File: config.mk
export PLATFORM = sky130hd
export DESIGN_NAME = sar_adc_readout
export DESIGN_NICKNAME = d
export VERILOG_FILES = /design/src/rtl/sar_pkg.sv /design/src/rtl/result_if.sv /design/src/rtl/result_buffer.sv /design/src/rtl/sar_adc_readout.sv /design/src/rtl/serial_shifter.sv
export SDC_FILE = /design/constraint.sdc
export NUM_CORES = 1
export LEC_CHECK = 0
export BUFFER_PORTS_ARGS = -buffer_cell sky130_fd_sc_hd__buf_4
export CORE_MARGIN = 5
export CORE_UTILIZATION = 30
export CTS_CLUSTER_DIAMETER = 50
export DETAILED_ROUTE_END_ITERATION = 8
export GPL_TIMING_DRIVEN = 1
export HOLD_SLACK_MARGIN = 0.05
export SLEW_MARGIN = 20
export SYNTH_ARGS = -nofsm -noshare
export SYNTH_HDL_FRONTEND = slang
export SYNTH_SLANG_ARGS = --single-unit
export TNS_END_PERCENT = 30
File: constraint.sdc
create_clock -name sys_clk_i -period 2.6 [get_ports sys_clk_i]
set_input_delay 0.26 -clock sys_clk_i [delete_from_list [all_inputs] [get_ports sys_clk_i]]
set_output_delay 0.26 -clock sys_clk_i [all_outputs]
set_load 0.01 [all_outputs]
File: src/rtl/sar_pkg.sv
package sar_pkg;

    // Clock
    localparam int CLK_PERIOD_NS = 100;

    // Conversion time limits per mode
    localparam int CONV_FAST_NS = 750;
    localparam int CONV_NORM_NS = 1000;
    localparam int CONV_LOW_NS = 1250;

    // Busy cycles spent outside the conversion count itself
    localparam int BUSY_OVERHEAD_CYC = 3;

    // Longest busy width per mode, rounded down to cycles
    localparam int BUSY_FAST_CYC = CONV_FAST_NS / CLK_PERIOD_NS;
    localparam int BUSY_NORM_CYC = CONV_NORM_NS / CLK_PERIOD_NS;
    localparam int BUSY_LOW_CYC = CONV_LOW_NS / CLK_PERIOD_NS;

    // Frame to first serial clock edge, least time
    localparam int LEAD_DIV0_NS = 4;
    localparam int LEAD_DIVN_NS = 20;

    // Serial clock period, least time per divider code
    localparam int PERIOD_DIV0_NS = 25;
    localparam int PERIOD_DIV1_NS = 50;
    localparam int PERIOD_DIV2_NS = 100;
    localparam int PERIOD_DIV3_NS = 200;

    // Last serial clock edge to frame change, least time
    localparam int TAIL_DIV0_NS = 3;
    localparam int TAIL_DIV1_NS = 60;
    localparam int TAIL_DIV2_NS = 140;
    localparam int TAIL_DIV3_NS = 300;

    // Word layout and pin synchroniser reset pattern
    localparam int DATA_W = 16;
    localparam logic [10:0] PIN_IDLE = 11'h700;

    typedef enum logic [2:0] {
        MODE_FAST = 3'b001,
        MODE_NORM = 3'b010,
        MODE_LOW = 3'b100
    } mode_type;

    // Least time in whole cycles, never below one
    function automatic logic [3:0] cyc_up(input int ns);
        int c;
        c = (ns + CLK_PERIOD_NS - 1) / CLK_PERIOD_NS;
        return (c < 1) ? 4'h1 : 4'(c);
    endfunction

    function automatic logic [3:0] conv_cyc(input mode_type m);
        case (m)
            MODE_FAST: return 4'(BUSY_FAST_CYC - BUSY_OVERHEAD_CYC);
            MODE_LOW: return 4'(BUSY_LOW_CYC - BUSY_OVERHEAD_CYC);
            default: return 4'(BUSY_NORM_CYC - BUSY_OVERHEAD_CYC);
        endcase
    endfunction

    function automatic logic [3:0] half_cyc(input logic [1:0] d);
        case (d)
            2'h0: return cyc_up(PERIOD_DIV0_NS / 2);
            2'h1: return cyc_up(PERIOD_DIV1_NS / 2);
            2'h2: return cyc_up(PERIOD_DIV2_NS / 2);
            default: return cyc_up(PERIOD_DIV3_NS / 2);
        endcase
    endfunction

    function automatic logic [3:0] lead_cyc(input logic [1:0] d);
        return (d == 2'h0) ? cyc_up(LEAD_DIV0_NS) : cyc_up(LEAD_DIVN_NS);
    endfunction

    function automatic logic [3:0] tail_cyc(input logic [1:0] d);
        case (d)
            2'h0: return cyc_up(TAIL_DIV0_NS);
            2'h1: return cyc_up(TAIL_DIV1_NS);
            2'h2: return cyc_up(TAIL_DIV2_NS);
            default: return cyc_up(TAIL_DIV3_NS);
        endcase
    endfunction

endpackage

File: src/rtl/result_if.sv
`timescale 1ns/10ps
`default_nettype none
interface result_if;
    logic valid;
    logic ready;
    logic [15:0] data;
    modport src (output valid, output data, input ready);
    modport snk (input valid, input data, output ready);
endinterface
`default_nettype wire

File: src/rtl/result_buffer.sv
`timescale 1ns/10ps
`default_nettype none
module result_buffer
    import sar_pkg::*;
(
    // Clock and reset
    input wire logic sys_clk_i,
    input wire logic reset_n_i,
    // Streams
    result_if.snk in_s,
    result_if.src out_s
);

    logic [DATA_W-1:0] mem [2];
    logic wr_ptr;
    logic rd_ptr;
    logic [1:0] count;
    logic push;
    logic pop;

    // Honest full and empty
    assign in_s.ready = (count != 2'h2);
    assign out_s.valid = (count != 2'h0);
    assign out_s.data = mem[rd_ptr];
    assign push = in_s.valid & in_s.ready;
    assign pop = out_s.valid & out_s.ready;

    // Storage
    always_ff @(posedge sys_clk_i) begin
        if (push) begin
            mem[wr_ptr] <= in_s.data;
        end
    end

    // Pointers and fill level
    always_ff @(posedge sys_clk_i) begin
        if (!reset_n_i) begin
            wr_ptr <= 1'b0;
            rd_ptr <= 1'b0;
            count <= 2'h0;
        end else begin
            wr_ptr <= wr_ptr ^ push;
            rd_ptr <= rd_ptr ^ pop;
            count <= 2'(count + {1'b0, push} - {1'b0, pop});
        end
    end

endmodule
`default_nettype wire

File: src/rtl/sar_adc_readout.sv
`timescale 1ns/10ps
`default_nettype none
// Notes on behaviour
// Host spaces convert strobes by mode minimum
// Fastest mode: restart within one millisecond
// Busy rises promptly after strobe falls
// Busy width bounded by mode
// Conversion completes within mode limit
// Busy falls after internal end
// Parallel result valid within mode limit
// Parallel data valid before busy falls
// Read request drives parallel data quickly
// Chip select low drives serial pins
// Chip select high releases serial pins
// Frame marker asserted after conversion
// Busy falls shortly after frame ends
// Divider code sets least clock period
// Divider code bounds longest clock period
// Gap from frame to first edge
// Gap from last edge to frame
// Fastest mode serial busy width bound
// Normal mode serial busy width bound
// Reduced power serial busy width bound
// Slave data follows external clock edge
// Fast high, low-power low: fastest mode
// Low-power high, fast low: reduced power
// Otherwise normal mode timing
module sar_adc_readout
    import sar_pkg::*;
(
    // Clock and reset
    input wire logic sys_clk_i,
    input wire logic reset_n_i,
    // Conversion control
    input wire logic convert_strobe_n_i,
    input wire logic fast_mode_i,
    input wire logic low_power_i,
    input wire logic [15:0] sample_code_i,
    // Port selection
    input wire logic serial_select_i,
    input wire logic master_select_i,
    input wire logic [1:0] clock_divider_select_i,
    // Parallel port
    input wire logic chip_select_n_i,
    input wire logic read_n_i,
    output logic [15:0] data_o,
    output logic data_oe_o,
    // Serial port
    input wire logic ext_sclk_i,
    input wire logic serial_data_in_i,
    output logic frame_o,
    output logic frame_oe_o,
    output logic sclk_o,
    output logic sclk_oe_o,
    output logic serial_data_out_o,
    output logic serial_data_out_oe_o,
    // Status
    output logic busy_o
);

    typedef enum logic [3:0] {
        CV_IDLE = 4'b0001,
        CV_CONV = 4'b0010,
        CV_PUSH = 4'b0100,
        CV_DRAIN = 4'b1000
    } conv_state_type;

    logic [10:0] pin_meta;
    logic [10:0] pin_sync;
    logic strobe_n_s;
    logic cs_n_s;
    logic rd_n_s;
    logic ext_sclk_s;
    logic sdi_s;
    logic fast_s;
    logic low_s;
    logic ser_s;
    logic mst_s;
    logic [1:0] div_s;
    logic strobe_prev;
    logic sclk_prev;
    logic start;
    logic ext_fall;
    mode_type next_mode;
    mode_type mode;
    conv_state_type state;
    logic [3:0] cnt;
    logic [15:0] code;
    logic conv_ser;
    logic conv_mst;
    logic par_landed;
    logic shift_done;
    logic shift_frame;
    logic shift_sclk;
    logic shift_sdo;
    logic ser_oe;
    logic sdo_oe;
    logic [6:0] busy_len;
    logic busy_drop;
    int busy_lim;

    result_if conv_if ();
    result_if buf_if ();

    // Two-flop synchronisers on every pin input except sample_code_i
    always_ff @(posedge sys_clk_i) begin
        if (!reset_n_i) begin
            pin_meta <= PIN_IDLE;
            pin_sync <= PIN_IDLE;
        end else begin
            pin_meta <= {convert_strobe_n_i, chip_select_n_i, read_n_i, ext_sclk_i,
                serial_data_in_i, fast_mode_i, low_power_i, serial_select_i,
                master_select_i, clock_divider_select_i};
            pin_sync <= pin_meta;
        end
    end

    assign {strobe_n_s, cs_n_s, rd_n_s, ext_sclk_s, sdi_s, fast_s, low_s, ser_s,
        mst_s, div_s} = pin_sync;

    // Edge detectors on synchronised strobe and slave clock
    always_ff @(posedge sys_clk_i) begin
        if (!reset_n_i) begin
            strobe_prev <= 1'b1;
            sclk_prev <= 1'b0;
        end else begin
            strobe_prev <= strobe_n_s;
            sclk_prev <= ext_sclk_s;
        end
    end

    // Strobes while busy are ignored
    assign start = strobe_prev & !strobe_n_s & (state == CV_IDLE);
    assign ext_fall = sclk_prev & !ext_sclk_s;

    // Speed mode decode
    always_comb begin
        if (fast_s && !low_s) begin
            next_mode = MODE_FAST;
        end else if (low_s && !fast_s) begin
            next_mode = MODE_LOW;
        end else begin
            next_mode = MODE_NORM;
        end
    end

    // Result offered to the buffer once conversion ends
    assign conv_if.valid = (state == CV_PUSH);
    assign conv_if.data = code;

    // Conversion sequencer
    always_ff @(posedge sys_clk_i) begin
        if (!reset_n_i) begin
            state <= CV_IDLE;
            cnt <= 4'h0;
            code <= '0;
            mode <= MODE_NORM;
            conv_ser <= 1'b0;
            conv_mst <= 1'b0;
        end else begin
            case (state)
                CV_IDLE: begin
                    if (start) begin
                        code <= sample_code_i;
                        mode <= next_mode;
                        conv_ser <= ser_s;
                        conv_mst <= mst_s;
                        cnt <= conv_cyc(next_mode) - 4'h1;
                        state <= CV_CONV;
                    end
                end
                CV_CONV: begin
                    if (cnt == 4'h0) begin
                        state <= CV_PUSH;
                    end else begin
                        cnt <= cnt - 4'h1;
                    end
                end
                CV_PUSH: begin
                    if (conv_if.ready) begin
                        state <= (conv_ser && !conv_mst) ? CV_IDLE : CV_DRAIN;
                    end
                end
                CV_DRAIN: begin
                    if (busy_drop) begin
                        state <= CV_IDLE;
                    end
                end
                default: state <= CV_IDLE;
            endcase
        end
    end

    // Busy ends once the buffer takes the result in slave mode, once the shifter is done if master was selected, else once data_o loads
    always_comb begin
        if (state == CV_PUSH) begin
            busy_drop = conv_if.ready && conv_ser && !conv_mst;
        end else if (state == CV_DRAIN) begin
            busy_drop = conv_mst ? shift_done : par_landed;
        end else begin
            busy_drop = 1'b0;
        end
    end

    // Busy flag
    always_ff @(posedge sys_clk_i) begin
        if (!reset_n_i) begin
            busy_o <= 1'b0;
        end else if (start) begin
            busy_o <= 1'b1;
        end else if (busy_drop) begin
            busy_o <= 1'b0;
        end
    end

    // Parallel output register and its drive enable
    always_ff @(posedge sys_clk_i) begin
        if (!reset_n_i) begin
            data_o <= '0;
            par_landed <= 1'b0;
            data_oe_o <= 1'b0;
        end else begin
            par_landed <= buf_if.valid & buf_if.ready & !ser_s;
            if (buf_if.valid && buf_if.ready && !ser_s) begin
                data_o <= buf_if.data;
            end
            data_oe_o <= !ser_s & !cs_n_s & !rd_n_s;
        end
    end

    // Serial drive enables follow chip select; slave drives data only
    always_ff @(posedge sys_clk_i) begin
        if (!reset_n_i) begin
            ser_oe <= 1'b0;
            sdo_oe <= 1'b0;
        end else begin
            ser_oe <= ser_s & mst_s & !cs_n_s;
            sdo_oe <= ser_s & !cs_n_s;
        end
    end

    assign frame_oe_o = ser_oe;
    assign sclk_oe_o = ser_oe;
    assign serial_data_out_oe_o = sdo_oe;
    assign frame_o = shift_frame;
    assign sclk_o = shift_sclk;
    assign serial_data_out_o = shift_sdo;

    result_buffer buffer (
        .sys_clk_i(sys_clk_i),
        .reset_n_i(reset_n_i),
        .in_s(conv_if.snk),
        .out_s(buf_if.src)
    );

    serial_shifter shifter (
        .sys_clk_i(sys_clk_i),
        .reset_n_i(reset_n_i),
        .word_s(buf_if.snk),
        .serial_en_i(ser_s),
        .master_i(mst_s),
        .clock_divider_select_i(div_s),
        .ext_fall_i(ext_fall),
        .serial_data_in_i(sdi_s),
        .frame_o(shift_frame),
        .sclk_o(shift_sclk),
        .serial_data_out_o(shift_sdo),
        .done_o(shift_done)
    );

    // Busy width counter, helper for the checks below
    always_ff @(posedge sys_clk_i) begin
        if (!reset_n_i) begin
            busy_len <= 7'h0;
        end else if (busy_o) begin
            busy_len <= busy_len + 7'h1;
        end else begin
            busy_len <= 7'h0;
        end
    end

    // Cycle limit for the latched mode
    always_comb begin
        case (mode)
            MODE_FAST: busy_lim = BUSY_FAST_CYC;
            MODE_LOW: busy_lim = BUSY_LOW_CYC;
            default: busy_lim = BUSY_NORM_CYC;
        endcase
    end

    busy_rise_a: assert property (@(posedge sys_clk_i) disable iff (!reset_n_i)
        start |=> busy_o)
        else $error("busy did not rise after strobe");

    busy_width_a: assert property (@(posedge sys_clk_i) disable iff (!reset_n_i)
        busy_o && !conv_ser |-> int'(busy_len) < busy_lim)
        else $error("busy stayed high too long");

    conv_time_a: assert property (@(posedge sys_clk_i) disable iff (!reset_n_i)
        $rose(state == CV_CONV) |-> ##[1:10] state == CV_PUSH)
        else $error("conversion did not finish in time");

    busy_after_end_a: assert property (@(posedge sys_clk_i) disable iff (!reset_n_i)
        $rose(state == CV_PUSH) |-> busy_o)
        else $error("busy fell with end of conversion");

    data_early_a: assert property (@(posedge sys_clk_i) disable iff (!reset_n_i)
        par_landed && busy_o |-> int'(busy_len) == busy_lim - 1)
        else $error("parallel result late");

    data_before_busy_a: assert property (@(posedge sys_clk_i) disable iff (!reset_n_i)
        $fell(busy_o) && !conv_ser |-> $past(par_landed) && $stable(data_o))
        else $error("busy fell before parallel data valid");

    read_drive_a: assert property (@(posedge sys_clk_i) disable iff (!reset_n_i)
        !ser_s && !cs_n_s && !rd_n_s |=> data_oe_o)
        else $error("parallel data not driven on read");

    serial_drive_a: assert property (@(posedge sys_clk_i) disable iff (!reset_n_i)
        ser_s && mst_s && !cs_n_s |=> frame_oe_o && sclk_oe_o && serial_data_out_oe_o)
        else $error("serial pins not driven on chip select");

    serial_release_a: assert property (@(posedge sys_clk_i) disable iff (!reset_n_i)
        cs_n_s |=> !frame_oe_o && !sclk_oe_o && !serial_data_out_oe_o)
        else $error("serial pins not released");

    frame_busy_a: assert property (@(posedge sys_clk_i) disable iff (!reset_n_i)
        $fell(frame_o) && busy_o |=> !busy_o)
        else $error("busy not lowered one cycle after frame");

    mode_pick_a: assert property (@(posedge sys_clk_i) disable iff (!reset_n_i)
        start && fast_s && !low_s |=> mode == MODE_FAST)
        else $error("fastest mode not selected");

    parallel_c: cover property (@(posedge sys_clk_i) disable iff (!reset_n_i)
        $fell(busy_o) && !conv_ser);

    master_c: cover property (@(posedge sys_clk_i) disable iff (!reset_n_i)
        $fell(frame_o) && conv_mst);

    slave_c: cover property (@(posedge sys_clk_i) disable iff (!reset_n_i)
        shift_done && !mst_s);

    stall_c: cover property (@(posedge sys_clk_i) disable iff (!reset_n_i)
        state == CV_PUSH && !conv_if.ready);

endmodule
`default_nettype wire

File: src/rtl/serial_shifter.sv
`timescale 1ns/10ps
`default_nettype none
module serial_shifter
    import sar_pkg::*;
(
    // Clock and reset
    input wire logic sys_clk_i,
    input wire logic reset_n_i,
    // Word source
    result_if.snk word_s,
    // Port selection
    input wire logic serial_en_i,
    input wire logic master_i,
    input wire logic [1:0] clock_divider_select_i,
    // Slave side clock edge and daisy-chain input
    input wire logic ext_fall_i,
    input wire logic serial_data_in_i,
    // Serial pins and end of word
    output logic frame_o,
    output logic sclk_o,
    output logic serial_data_out_o,
    output logic done_o
);

    typedef enum logic [4:0] {
        SH_IDLE = 5'b00001,
        SH_LEAD = 5'b00010,
        SH_CLK = 5'b00100,
        SH_TAIL = 5'b01000,
        SH_SLAVE = 5'b10000
    } shift_state_type;

    shift_state_type state;
    logic [DATA_W-1:0] shreg;
    logic [3:0] bits;
    logic [3:0] cnt;
    logic [1:0] div;

    // Parallel reading pops at once; serial waits for an idle shifter
    assign word_s.ready = !serial_en_i | (state == SH_IDLE);

    // Frame, clock and shift sequencing
    always_ff @(posedge sys_clk_i) begin
        if (!reset_n_i) begin
            state <= SH_IDLE;
            shreg <= '0;
            bits <= 4'h0;
            cnt <= 4'h0;
            div <= 2'h0;
            frame_o <= 1'b0;
            sclk_o <= 1'b0;
            serial_data_out_o <= 1'b0;
            done_o <= 1'b0;
        end else begin
            done_o <= 1'b0;
            case (state)
                SH_IDLE: begin
                    if (serial_en_i && word_s.valid) begin
                        shreg <= word_s.data;
                        serial_data_out_o <= word_s.data[DATA_W-1];
                        bits <= 4'h0;
                        div <= clock_divider_select_i;
                        if (master_i) begin
                            frame_o <= 1'b1;
                            cnt <= lead_cyc(clock_divider_select_i);
                            state <= SH_LEAD;
                        end else begin
                            state <= SH_SLAVE;
                        end
                    end
                end
                SH_LEAD: begin
                    if (cnt == 4'h1) begin
                        cnt <= half_cyc(div);
                        state <= SH_CLK;
                    end else begin
                        cnt <= cnt - 4'h1;
                    end
                end
                SH_CLK: begin
                    if (cnt == 4'h1) begin
                        cnt <= half_cyc(div);
                        sclk_o <= ~sclk_o;
                        if (sclk_o) begin
                            serial_data_out_o <= shreg[DATA_W-2];
                            shreg <= {shreg[DATA_W-2:0], 1'b0};
                            bits <= bits + 4'h1;
                            if (bits == 4'hf) begin
                                cnt <= tail_cyc(div);
                                state <= SH_TAIL;
                            end
                        end
                    end else begin
                        cnt <= cnt - 4'h1;
                    end
                end
                SH_TAIL: begin
                    if (cnt == 4'h1) begin
                        frame_o <= 1'b0;
                        done_o <= 1'b1;
                        state <= SH_IDLE;
                    end else begin
                        cnt <= cnt - 4'h1;
                    end
                end
                SH_SLAVE: begin
                    if (ext_fall_i) begin
                        serial_data_out_o <= shreg[DATA_W-2];
                        shreg <= {shreg[DATA_W-2:0], serial_data_in_i};
                        bits <= bits + 4'h1;
                        if (bits == 4'hf) begin
                            done_o <= 1'b1;
                            state <= SH_IDLE;
                        end
                    end
                end
                default: state <= SH_IDLE;
            endcase
        end
    end

    // Clock stays idle-low from frame until first edge
    first_edge_a: assert property (@(posedge sys_clk_i) disable iff (!reset_n_i)
        $rose(frame_o) |-> !sclk_o [*2])
        else $error("serial clock moved too soon after frame");

    // Frame drops only after clock settled low
    last_edge_a: assert property (@(posedge sys_clk_i) disable iff (!reset_n_i)
        $fell(frame_o) |-> !sclk_o && $past(!sclk_o))
        else $error("frame dropped too close to last clock edge");

    // Each clock half lasts its divider count
    clock_half_a: assert property (@(posedge sys_clk_i) disable iff (!reset_n_i)
        $changed(sclk_o) && frame_o && half_cyc(div) == 4'h1 |=> $changed(sclk_o) || !frame_o
        || state == SH_TAIL)
        else $error("serial clock half period wrong");

endmodule
`default_nettype wire

# == After elaboration in Yosys (flattened, before gate mapping) ==
# Memories as Yosys holds them, arrays and structs flattened. A register that Yosys moved wholly into a read port is not among the register bits.
# Index checks and enable logic that the tools add are counted.
# totals
register_bits,109
mem_bits_rw,32
output_inout_bits,24
wordCells,179
n_memories,1
# classes
add_sub_neg,6
n_eq_ne,31
muxes,65
bitwise,15
reduce_logical,34
# mem_list
name,words,width,read_ports,rd_ports_with_merged_regs,write_ports,line,rtl
buffer.mem,2,16,1,1,1,result_buffer.sv:14,logic [DATA_W-1:0] mem [2];
# ops
operator,n
$mux W4,21
$mux W15,4
$mux W5,9
$pmux W15 S3,1
$pmux W4 S4,2
$pmux W5 S5,1
$ne A2 B2 Y1 const B,10
$mux W1,18
$pmux W4 S2,2
$ne A2 B1 Y1 const B,6
$pmux W4 S3,1
$reduce_and A4 Y1,3
$sub A4 B1 Y4 const B,3
$and A1 B1 Y1,11
$eq A4 B1 Y1 const B,2
$eq A4 B4 Y1 const B,2
$logic_and A1 B1 Y1,8
$logic_not A1 Y1,8
$reduce_and A8 Y1,1
$reduce_bool A2 Y1,4
$mux W3,2
$reduce_and A2 Y1,3
$eq A5 B1 Y1 const B,1
$eq A5 B2 Y1 const B,1
other kinds (25),27

# == Logic depth before layout (Yosys ltp) ==
# Gate-level depths: netlist of run 1.
# logic_depth
depth_word,12
ltp_mapped,10

# == Hierarchy ==
# A second synthesis of run 1 with hierarchy kept.
# unflattened
hier_cells,601
area_unflattened_um2,5994.5
# by_module_without_submodules
mod,n_inst,cells_per_inst,area_each_um2,seq_area_each_um2
sar_adc_readout,1,286,2656.3,1421.4
serial_shifter,1,236,1915.6,680.7
result_buffer,1,79,1422.6,1061.0

# == Worst setup path after synthesis of run 1 ==
# Ideal clock, no wire load.
# synth_timing
kind,register -> register
start,register shifter.state[2]
end,register buffer.count[1]
setup_time_ps,128
t_arrival_ps,2240
setup_slack_ps,232
stages_incl_launch_ff,11
n_path_buf,1
period_less_slack_ps,2368
path_cell_list,dfxtp_1 > buf_6 > or4b_4 > or2_2 > a21oi_1 > ha_1 > inv_1 > ha_1 > xor2_1 > xnor2_1 > nor2_1
# synth_between
elab_chain_cells,4
# synth_lines
element,line,rtl
start: declaration,serial_shifter.sv:33,shift_state_type state;
start signal: assignment,serial_shifter.sv:45,state <= SH_IDLE;
start signal: assignment,serial_shifter.sv:66,state <= SH_LEAD;
start signal: assignment,serial_shifter.sv:68,state <= SH_SLAVE;
$eq A5 B1 Y1,serial_shifter.sv:40,assign word_s.ready = !serial_en_i | (state == SH_IDLE);
$or A1 B1 Y1,serial_shifter.sv:40,
$and A1 B1 Y1,result_buffer.sv:26,assign pop = out_s.valid & out_s.ready;
$sub A2 B1 Y2,result_buffer.sv:44,"count <= 2'(count + {1'b0, push} - {1'b0, pop});"
end signal: assignment,result_buffer.sv:44,
end: declaration,result_buffer.sv:17,logic [1:0] count;
# No other way between the ends.
# A chain may end at the register's enable or synchronous reset.

# == Worst setup path in the final report of run 1 ==
# layout_timing
start,register shifter.state[0]
end,register buffer.count[1]
# Same word-level chain as after synthesis.

==> results of run 1 <==
## through the flow
step | worst slack (ns) | instance area (µm²)
floorplan | 0.232 | 5650
global placement | 0.207 | 6290
detailed placement | 0.116 | 6290
CTS | 0.101 | 7000
global route | 0.0588 | 7000
finish | 0.179 | 7000
## layout make-up
class | count | share of cell area
Clock buffer | 17 | 0.0608
Inverter | 9 | 0.00482
Multi-Input combinational cell | 377 | 0.327
Clock inverter | 15 | 0.0263
Sequential cell | 142 | 0.452
Timing Repair Buffer | 78 | 0.0872
Tap cell | 234 | 0.0418
## power breakdown
group	switching [W]	leakage [nW]	total (W)	internal (W)
sequential	0.000138	1.19	0.00260	0.00247
clock	0.000952	0.289	0.00247	0.00152
combinational	0.000593	1.17	0.00110	0.000504
total	0.00168	2.65	0.00617	0.00449
## logic make-up (layout without fill, tap and decap cells)
family | Yosys count | count (layout)
DFF | 142 | 142
adders and majority gates | 11 | 11
and+or+nand+nor | 214 | 214
buffers and inverters | 42 | 119
AOI/OAI and AO/OA | 121 | 121
muxes | 23 | 23
xor gates and xnor gates | 8 | 8
## worst min-delay path by stage
stage / to / cells past startpoint
3_5_place_dp: data_oe_o$_SDFF_PN0_ / 1
3_3_place_gp: data_oe_o$_SDFF_PN0_ / 1
6_report: pin_meta[3]$_SDFF_PN0_ / 2
2_1_floorplan: pin_meta[10]$_SDFF_PN1_ / 1
4_1_cts: pin_meta[3]$_SDFF_PN0_ / 2
5_1_grt: pin_meta[3]$_SDFF_PN0_ / 2
## repair_timing
item | 4_1_cts | 5_1_grt
gates resized for setup | 0 | 1
endpoints found under the setup margin | 0 | 1
endpoints found under the hold margin | 10 | 0
hold buffers | 10 | 0
## metal layers
layer,vias to the layer above,routed length [µm],GRT usage
met4,0,180,0.0405
met5,-,0,0
li1,2122,-,-
met3,15,480,0.0349
met2,70,5570,0.179
met1,1948,5530,0.145
## flip-flops by register name, indices dropped and copies added, names as in the netlist, 2 cells and up, named ones only
register and flops:
buffer.count 2, shifter.bits 4, state 4, data_o 16, cnt 4, shifter.cnt 4
shifter.state 5, code 16, pin_sync 11, pin_meta 11, shifter.div 2, buffer.mem 32
shifter.shreg 15
## cell usage after synthesis, drive strengths merged (2+ instances only)
cell / n
nor2b: 7
o21ai: 16
or3: 2
o211ai: 21
edfxtp: 32
nor4: 3
or4: 2
mux2i: 22
and3: 6
xor2: 4
nand4b: 2
nor4b: 4
nand2b: 8
nand2: 82
ha: 11
nor3b: 4
nand3: 13
xnor2: 4
nor2: 39
and2: 21
nand4: 3
a31oi: 5
nand3b: 2
a21oi: 47
or4b: 4
dfxtp: 110
a211oi: 20
clkbuf: 21
buf: 12
nor3: 7
inv: 9
==> flow_summary.yaml, run 1 <==
setup_path:
  cp.depth: 9
  critPathRequiredTime_ns: 2.88
  timing.rr.start: "shifter.state[0]$_SDFFE_PN1P_"
  path_cells: "or4b_4, or2_2, a21oi_1, ha_1, inv_1, ha_1, xor2_1, xnor2_1, nor2_1"
  slowest_delay_ns: 0.50
  cp.buffers_inverters: 1
  critPathCapture: "buffer.count[1]$_SDFF_PN0_"
  crit_start: "shifter.state[0]$_SDFFE_PN1P_"
  r2r_end: "buffer.count[1]$_SDFF_PN0_"
  r2r_slack_ns: 0.18
  crit_family: "simple AND/OR/NAND/NOR gates"
  slowest_stage: "or4b_4"
  crit_fanout: 8
  cp.arrival_ns: 2.70
  critPathKind: "flop to flop"
  start_kind: "flop"
  endpoint_kind: "flop"
  cp_common_cell: "ha_1"
  rr_worst_depth: 9
sta:
  tightest_slew_ns: 0.859
  fin_crit_sh: 0.931
  fin_worst_skew_ns: 0.00540
  slew_violations: 0
  period_minus_slack_ns: 2.42
  fmax_ghz: 0.413
  setup-tns-final_ns: 0
  hold_viol: 0
  maxSlewHeadroom: 0.426
  worst_hold_slack_ns: 0.0654
  rsz0062_at_grt: "no"
  setup_viol: 0
drt:
  drtAntennaViolNets: 0
  drcViolationCount: 0
  routed_via_density: 4.76
  vias: 4155
  wl_per_cell_um: 13.5
  drtIter0Drc: 267
  dr.pass1.iters: 4
  wl_um: 11800
power:
  total_power_w: 0.00617
  p_per_area_nw_per_um2: 882
  leakage_nw: 2.65
  vdd_ir_drop_max_mv: 0.448
clocking:
  cts_root_buffer: "clkbuf_16"
  clk_latency_ns: 0.42
  htreeDepth: 4
  cts_setup_buffers: 0
  cts_tree: "built"
  clock_sinks: 142
  cts_inserted_buffers: 17
  ctsLongestPathBuffers: 2
  clk_pin_slew_ns: 0.06
yosys:
  ys_ff_latch: 142
  synth_top_family_by_area: "simple AND/OR/NAND/NOR gates"
  synthAdderAreaFrac: 0.0244
  synth_compound_area_frac: 0.136
  synth_top_area_cell: "dfxtp_1"
  synth_xor_area_frac: 0.0124
  yosysWarnings: 0
  synthMuxAreaShare: 0.0410
  netlist.area_leader.share: 0.390
  avgSynthCellArea_um2: 10.1
  synthArstFlopShare: 0
  synth_ff_type: "dfxtp_1"
  ys_types: 58
  ys_seq_area_frac: 0.560
  synth_area_leaders: "dfxtp_1 (39%), edfxtp_1 (17%), nand2_1 (5.4%), a21oi_1 (4.2%), mux2i_1 (3.9%)"
  synth_edf_count: 32
  synth_cells: 561
  syn-num-nets: 601
  syn_area_um2: 5650
  yosys.area_share.simple: 0.191
cells_and_area:
  n_antenna_cell: 0
  fin_nets: 665
  layout_common_cells: "dfxtp_1 (109), nand2_1 (82), buf_4 (68)"
  layout.core_utilization: 0.376
  fillers: 1850
  final_common_cell: "dfxtp_1"
  stdcell_count: 872
  syn_to_final_growth_pct: 24.0
  drive_gt1_frac: 0.180
  ff_latch_area_um2: 3160
  multi_input_area_um2: 2290
grt:
  grt_max_degree: 50
  antenna_found_initial: 0
  grtUsageTotal: 0.113
  grt_pass1_wl_um: 20000
  first_global_vias: 4092
  grt-ovfl-total: 0
min_path:
  hp-start: "serial_select_i"
  hold_class: "input pin to flop"
status:
  outcome: "finished, final reports clean"
die:
  design.die.area_um2: 21700
  fp.dieH_um: 147
  fp-row-count: 50
  die_x_um: 147
  io_pins: 53
  core_um2: 18600
  start_util: 0.303
placement:
  io_buffers: 52
  globalplace.congestion: 0.796
  place_inst: 830
  dp_hpwl_um: 8150
job:
  maxCapViolCount: 0
No activity file was read; power rests on OpenSTA's default activity.
==> run 2, diff against run 1 <==
--- a/config.mk
+++ b/config.mk
@@ -14,3 +14,3 @@
 export HOLD_SLACK_MARGIN = 0.05
-export SLEW_MARGIN = 20
+export SLEW_MARGIN = 0
 export SYNTH_ARGS = -nofsm -noshare
==> constraint.sdc (replaced) <==
create_clock -name sys_clk_i -period 2.6 [get_ports sys_clk_i]
set_input_delay 0.52 -clock sys_clk_i [delete_from_list [all_inputs] [get_ports sys_clk_i]]
set_output_delay 0.52 -clock sys_clk_i [all_outputs]
set_load 0.01 [all_outputs]
==> run 2 against run 1 <==
  * Final area shrank 1.3%
  * Sequential cell count is the same
  * Core utilization shrank 0.49 points
  * Non-clock buffer count shrank 10
  * Sequential share of layout area grew 0.58 points
  * Wire length shrank 1.3%
  * Critical path type unchanged
==> flow_summary.yaml, run 2 (synthesis results as in run 1) <==
sta:
  maxSlewHeadroom: 0.473
  rsz0062_at_grt: "no"
  slew_violations: 0
  setup_viol: 0
  hold_viol: 0
  tightest_slew_ns: 0.789
  worst_hold_slack_ns: 0.287
  fmax_ghz: 0.415
  period_minus_slack_ns: 2.41
  setup-tns-final_ns: 0
  fin_crit_sh: 0.927
  fin_worst_skew_ns: 0.00744
die:
  die_x_um: 147
  design.die.area_um2: 21700
  fp-row-count: 50
  fp.dieH_um: 147
  start_util: 0.303
  io_pins: 53
  core_um2: 18600
power:
  total_power_w: 0.00611
  leakage_nw: 2.62
  vdd_ir_drop_max_mv: 0.441
  p_per_area_nw_per_um2: 884
setup_path:
  critPathKind: "flop to flop"
  crit_family: "simple AND/OR/NAND/NOR gates"
  critPathRequiredTime_ns: 2.90
  crit_start: "shifter.state[0]$_SDFFE_PN1P_"
  cp.buffers_inverters: 1
  timing.rr.start: "shifter.state[0]$_SDFFE_PN1P_"
  cp.arrival_ns: 2.71
  path_cells: "or4b_4, or2_2, a21oi_1, ha_1, inv_1, ha_1, xor2_1, xnor2_1, nor2_1"
  slowest_stage: "or4b_4"
  slowest_delay_ns: 0.51
  endpoint_kind: "flop"
  start_kind: "flop"
  cp_common_cell: "ha_1"
  crit_fanout: 8
clocking:
  ctsLongestPathBuffers: 2
  cts_root_buffer: "clkbuf_16"
  cts_setup_buffers: 0
  clock_sinks: 142
  htreeDepth: 4
  cts_tree: "built"
  clk_latency_ns: 0.42
  cts_hold_buf: 0
  cts_resized: 0
  cts_inserted_buffers: 17
  clk_pin_slew_ns: 0.06
grt:
  grt-ovfl-total: 0
  grt_max_degree: 43
  grtUsageTotal: 0.110
  first_global_vias: 4051
  antenna_found_initial: 0
  grt_pass1_wl_um: 19400
cells_and_area:
  fillers: 1877
  syn_to_final_growth_pct: 22.4
  fin_nets: 655
  layout_common_cells: "dfxtp_1 (110), nand2_1 (82), buf_4 (67)"
  n_antenna_cell: 0
  ff_latch_area_um2: 3160
  drive_gt1_frac: 0.183
  top_regs: "buffer.mem (32), code (16), data_o (16)"
  largest_reg_flops: 32
  final_common_cell: "dfxtp_1"
  stdcell_count: 862
  multi_input_area_um2: 2290
  top_register: "buffer.mem"
drt:
  wl_met1_um: 5470
  drcViolationCount: 0
  wl_met3_um: 574
  routed_via_density: 4.79
  wl_per_cell_um: 13.5
  vias: 4130
  drtIter0Drc: 364
  drtAntennaViolNets: 0
  wl_um: 11600
  dr.pass1.iters: 4
  met2_length_um: 5440
  top_layer: "met4"
min_path:
  hold_class: "input pin to flop"
  hp-start: "convert_strobe_n_i"
placement:
  dp_hpwl_um: 8170
  io_buffers: 52
  globalplace.congestion: 0.775
  place_inst: 830
status:
  outcome: "finished, final reports clean"
job:
  maxCapViolCount: 0
-- run 2: worst paths after layout --
kind	end	slack [ns]	cells after the start
setup / recovery	buffer.count[1]$_SDFF_PN0_	0.19	9
hold / removal	pin_meta[10]$_SDFF_PN1_	0.29	2
hold reg to reg	data_oe_o$_SDFF_PN0_	0.39	1
setup reg to reg	buffer.count[1]$_SDFF_PN0_	0.19	9
-- run 2: through the flow --
| step | instance area, µm² | util | setup slack [ns] |
|---|---|---|---|
| final | 6910 | 0.371 | 0.189 |
| after global routing | 6910 | 0.371 | 0.0265 |
| after CTS | 6910 | 0.371 | 0.176 |
| after detailed placement | 6300 | 0.338 | 0.190 |
| after global placement | 6300 | 0.338 | 0.241 |
| after floorplan | 5650 | - | 0.232 |
-- run 2: metal layers --
| metal | global-route usage | vias to the layer above |
|---|---|---|
| met4 | 0.0429 | 0 |
| li1 | - | 2107 |
| met5 | 0 | - |
| met1 | 0.138 | 1921 |
| met2 | 0.175 | 89 |
| met3 | 0.0355 | 13 |
-- run 2: where the power goes --
group,switching (W),internal (W)
Clock,0.000913,0.00151
Sequential,0.000140,0.00246
Combinational,0.000582,0.000496
Total,0.00164,0.00447
-- run 2: final cells by class --
cell class / count / share of cell area
inverter: 9 / 0.00489
multi-input combinational: 377 / 0.332
clock buffer: 21 / 0.0686
sequential: 142 / 0.458
clock inverter: 11 / 0.0192
tap: 234 / 0.0424
timing repair buffer: 68 / 0.0757
==> run 3, diff against run 2 <==
--- a/config.mk
+++ b/config.mk
@@ -8,2 +8,4 @@
 export BUFFER_PORTS_ARGS = -buffer_cell sky130_fd_sc_hd__buf_4
+export CELL_PAD_IN_SITES_DETAIL_PLACEMENT = 1
+export CELL_PAD_IN_SITES_GLOBAL_PLACEMENT = 1
 export CORE_MARGIN = 5
@@ -14,2 +16,3 @@
 export HOLD_SLACK_MARGIN = 0.05
+export PLACE_DENSITY_LB_ADDON = 0.1
 export SLEW_MARGIN = 0
--- a/constraint.sdc
+++ b/constraint.sdc
@@ -3,2 +3,2 @@
 set_output_delay 0.52 -clock sys_clk_i [all_outputs]
-set_load 0.01 [all_outputs]
+set_load 0.005 [all_outputs]
==> run 3 against run 2 <==
  * Sequential power is essentially flat
  * Final area is 0.38% higher
  * Combinational power is essentially flat
  * First-iteration DRC count decreased by 50%
  * Clock skew barely moved
  * Register-to-register slack hardly changed
  * Die area unchanged
  * Setup slack got worse by 0.0098 ns
  * Non-clock buffer count grew 3
  * Critical endpoint unchanged
  * Largest cell class unchanged
  * Largest power group unchanged
==> flow_summary.yaml, run 3 (synthesis results as in run 1) <==
sta:
  setup_viol: 0
  slew_violations: 0
  timing.final.ws_setup_ns: 0.179
  maxSlewHeadroom: 0.430
  setup-tns-final_ns: 0
  fmax_ghz: 0.413
  hold_viol: 0
  fin_worst_skew_ns: 0.00769
  period_minus_slack_ns: 2.42
  tightest_slew_ns: 0.853
  fin_crit_sh: 0.931
  rsz0062_at_grt: "no"
job:
  maxCapViolCount: 0
clocking:
  clock_sinks: 142
  ctsLongestPathBuffers: 2
  cts_inserted_buffers: 17
  clk_pin_slew_ns: 0.06
  cts_root_buffer: "clkbuf_16"
  clk_latency_ns: 0.42
  cts_tree: "built"
  htreeDepth: 4
  cts_hold_buf: 0
cells_and_area:
  layout_common_cells: "dfxtp_1 (109), nand2_1 (82), buf_4 (70)"
  top_regs: "buffer.mem (32), code (16), data_o (16)"
  fillers: 2074
  top_register: "buffer.mem"
  drive_gt1_frac: 0.185
  largest_reg_flops: 32
  stdcell_count: 865
  syn_to_final_growth_pct: 22.8
  n_antenna_cell: 0
  fin_nets: 658
  final_common_cell: "dfxtp_1"
die:
  design.die.area_um2: 21700
  io_pins: 53
  fp.dieH_um: 147
  core_um2: 18600
  fp-row-count: 50
  die_x_um: 147
  start_util: 0.303
power:
  total_power_w: 0.00623
  leakage_nw: 2.64
  vdd_ir_drop_max_mv: 0.466
  p_per_area_nw_per_um2: 898
min_path:
  hold-path-cell-count: 2
  hp-start: "convert_strobe_n_i"
  holdPathEnd: "pin_meta[10]$_SDFF_PN1_"
  hold_class: "input pin to flop"
drt:
  vias: 4225
  wl_per_cell_um: 15.9
  drtIter0Drc: 181
  drcViolationCount: 0
  drtAntennaViolNets: 0
  wl_um: 13800
  dr.pass1.iters: 4
  routed_via_density: 4.88
setup_path:
  timing.rr.start: "shifter.state[0]$_SDFFE_PN1P_"
  r2r_end: "buffer.count[1]$_SDFF_PN0_"
  rr_worst_depth: 9
  start_kind: "flop"
  endpoint_kind: "flop"
  crit_fanout: 8
  critPathKind: "flop to flop"
  critPathRequiredTime_ns: 2.89
  cp.arrival_ns: 2.72
  r2r_slack_ns: 0.18
status:
  outcome: "finished, final reports clean"
placement:
  dpl_worst_slack_ns: 0.0960
  io_buffers: 52
  globalplace.congestion: 0.772
  place_inst: 833
  dp_hpwl_um: 9470
grt:
  first_global_vias: 4438
  grt_pass1_wl_um: 23000
  antenna_found_initial: 0
  grt-ovfl-total: 0
  grt_max_degree: 55
  grtUsageTotal: 0.132
-- run 3: cell count changes in the layout (fill, tap and decap cells not counted), sizes merged --
| cell | delta |
|---|---|
| buf | +3 |
| bufinv | +1 |
| clkbuf | -2 |
| clkinv | -3 |
| clkinvlp | -2 |
| inv | +6 |
-- run 3: critical path: stages, from the launching register on --
cell and delay (ns):
dfxtp_2 0.40, or4b_4 0.50, or2_2 0.32, a21oi_1 0.23, ha_1 0.27, inv_1 0.06
ha_1 0.16, xor2_1 0.18, xnor2_1 0.13, nor2_1 0.05
-- run 3: area by class of cell --
type                       instances  area (µm²)  area share
clock buffer                      19         433      0.0624
clock inverter                    13         176      0.0254
inverter                           9        33.8     0.00487
multi-input combinational        377        2290       0.330
sequential                       142        3160       0.456
tap                              234         293      0.0422
timing repair buffer              71         546      0.0786
-- run 3: worst max-delay path by stage --
stage | from | to | slack [ns] | cells after the start
final | shifter.state[0]$_SDFFE_PN1P_ | buffer.count[1]$_SDFF_PN0_ | 0.18 | 9
after global routing | shifter.state[0]$_SDFFE_PN1P_ | buffer.count[1]$_SDFF_PN0_ | 0.05 | 9
after CTS | shifter.state[0]$_SDFFE_PN1P_ | buffer.count[1]$_SDFF_PN0_ | 0.07 | 9
after detailed placement | shifter.state[0]$_SDFFE_PN1P_ | buffer.count[1]$_SDFF_PN0_ | 0.1 | 9
after global placement | shifter.state[0]$_SDFFE_PN1P_ | buffer.count[1]$_SDFF_PN0_ | 0.22 | 9
after floorplan | shifter.state[2]$_SDFFE_PN0P_ | buffer.count[1]$_SDFF_PN0_ | 0.23 | 10
-- run 3: metal layers --
metal / track usage / share of wire
met5: 0 / 0
met1: 0.176 / 0.49
met2: 0.211 / 0.47
met3: 0.0333 / 0.031
met4: 0.0438 / 0.013
-- run 3: repair_timing --
action                                  4_1_cts  5_1_grt
gates resized for setup                       0        1
endpoints found under the setup margin        0        1
setup buffers                                 0        0
-- run 3: power by group --
group          total (W)  internal, W  switching (W)  leakage [nW]
Clock            0.00254      0.00154        0.00101         0.300
Combinational    0.00107     0.000504       0.000570          1.14
Sequential       0.00261      0.00247       0.000148          1.19
Total            0.00623      0.00450        0.00172          2.64
-- run 3: metrics by stage --
step	area, µm²	utilization	hold WS [ns]
final	6940	0.372	0.282
after global routing	6940	0.372	0.275
after CTS	6940	0.372	0.263
after detailed placement	6330	0.339	0.389
after global placement	6330	0.339	0.376
after floorplan	5650	-	0.368
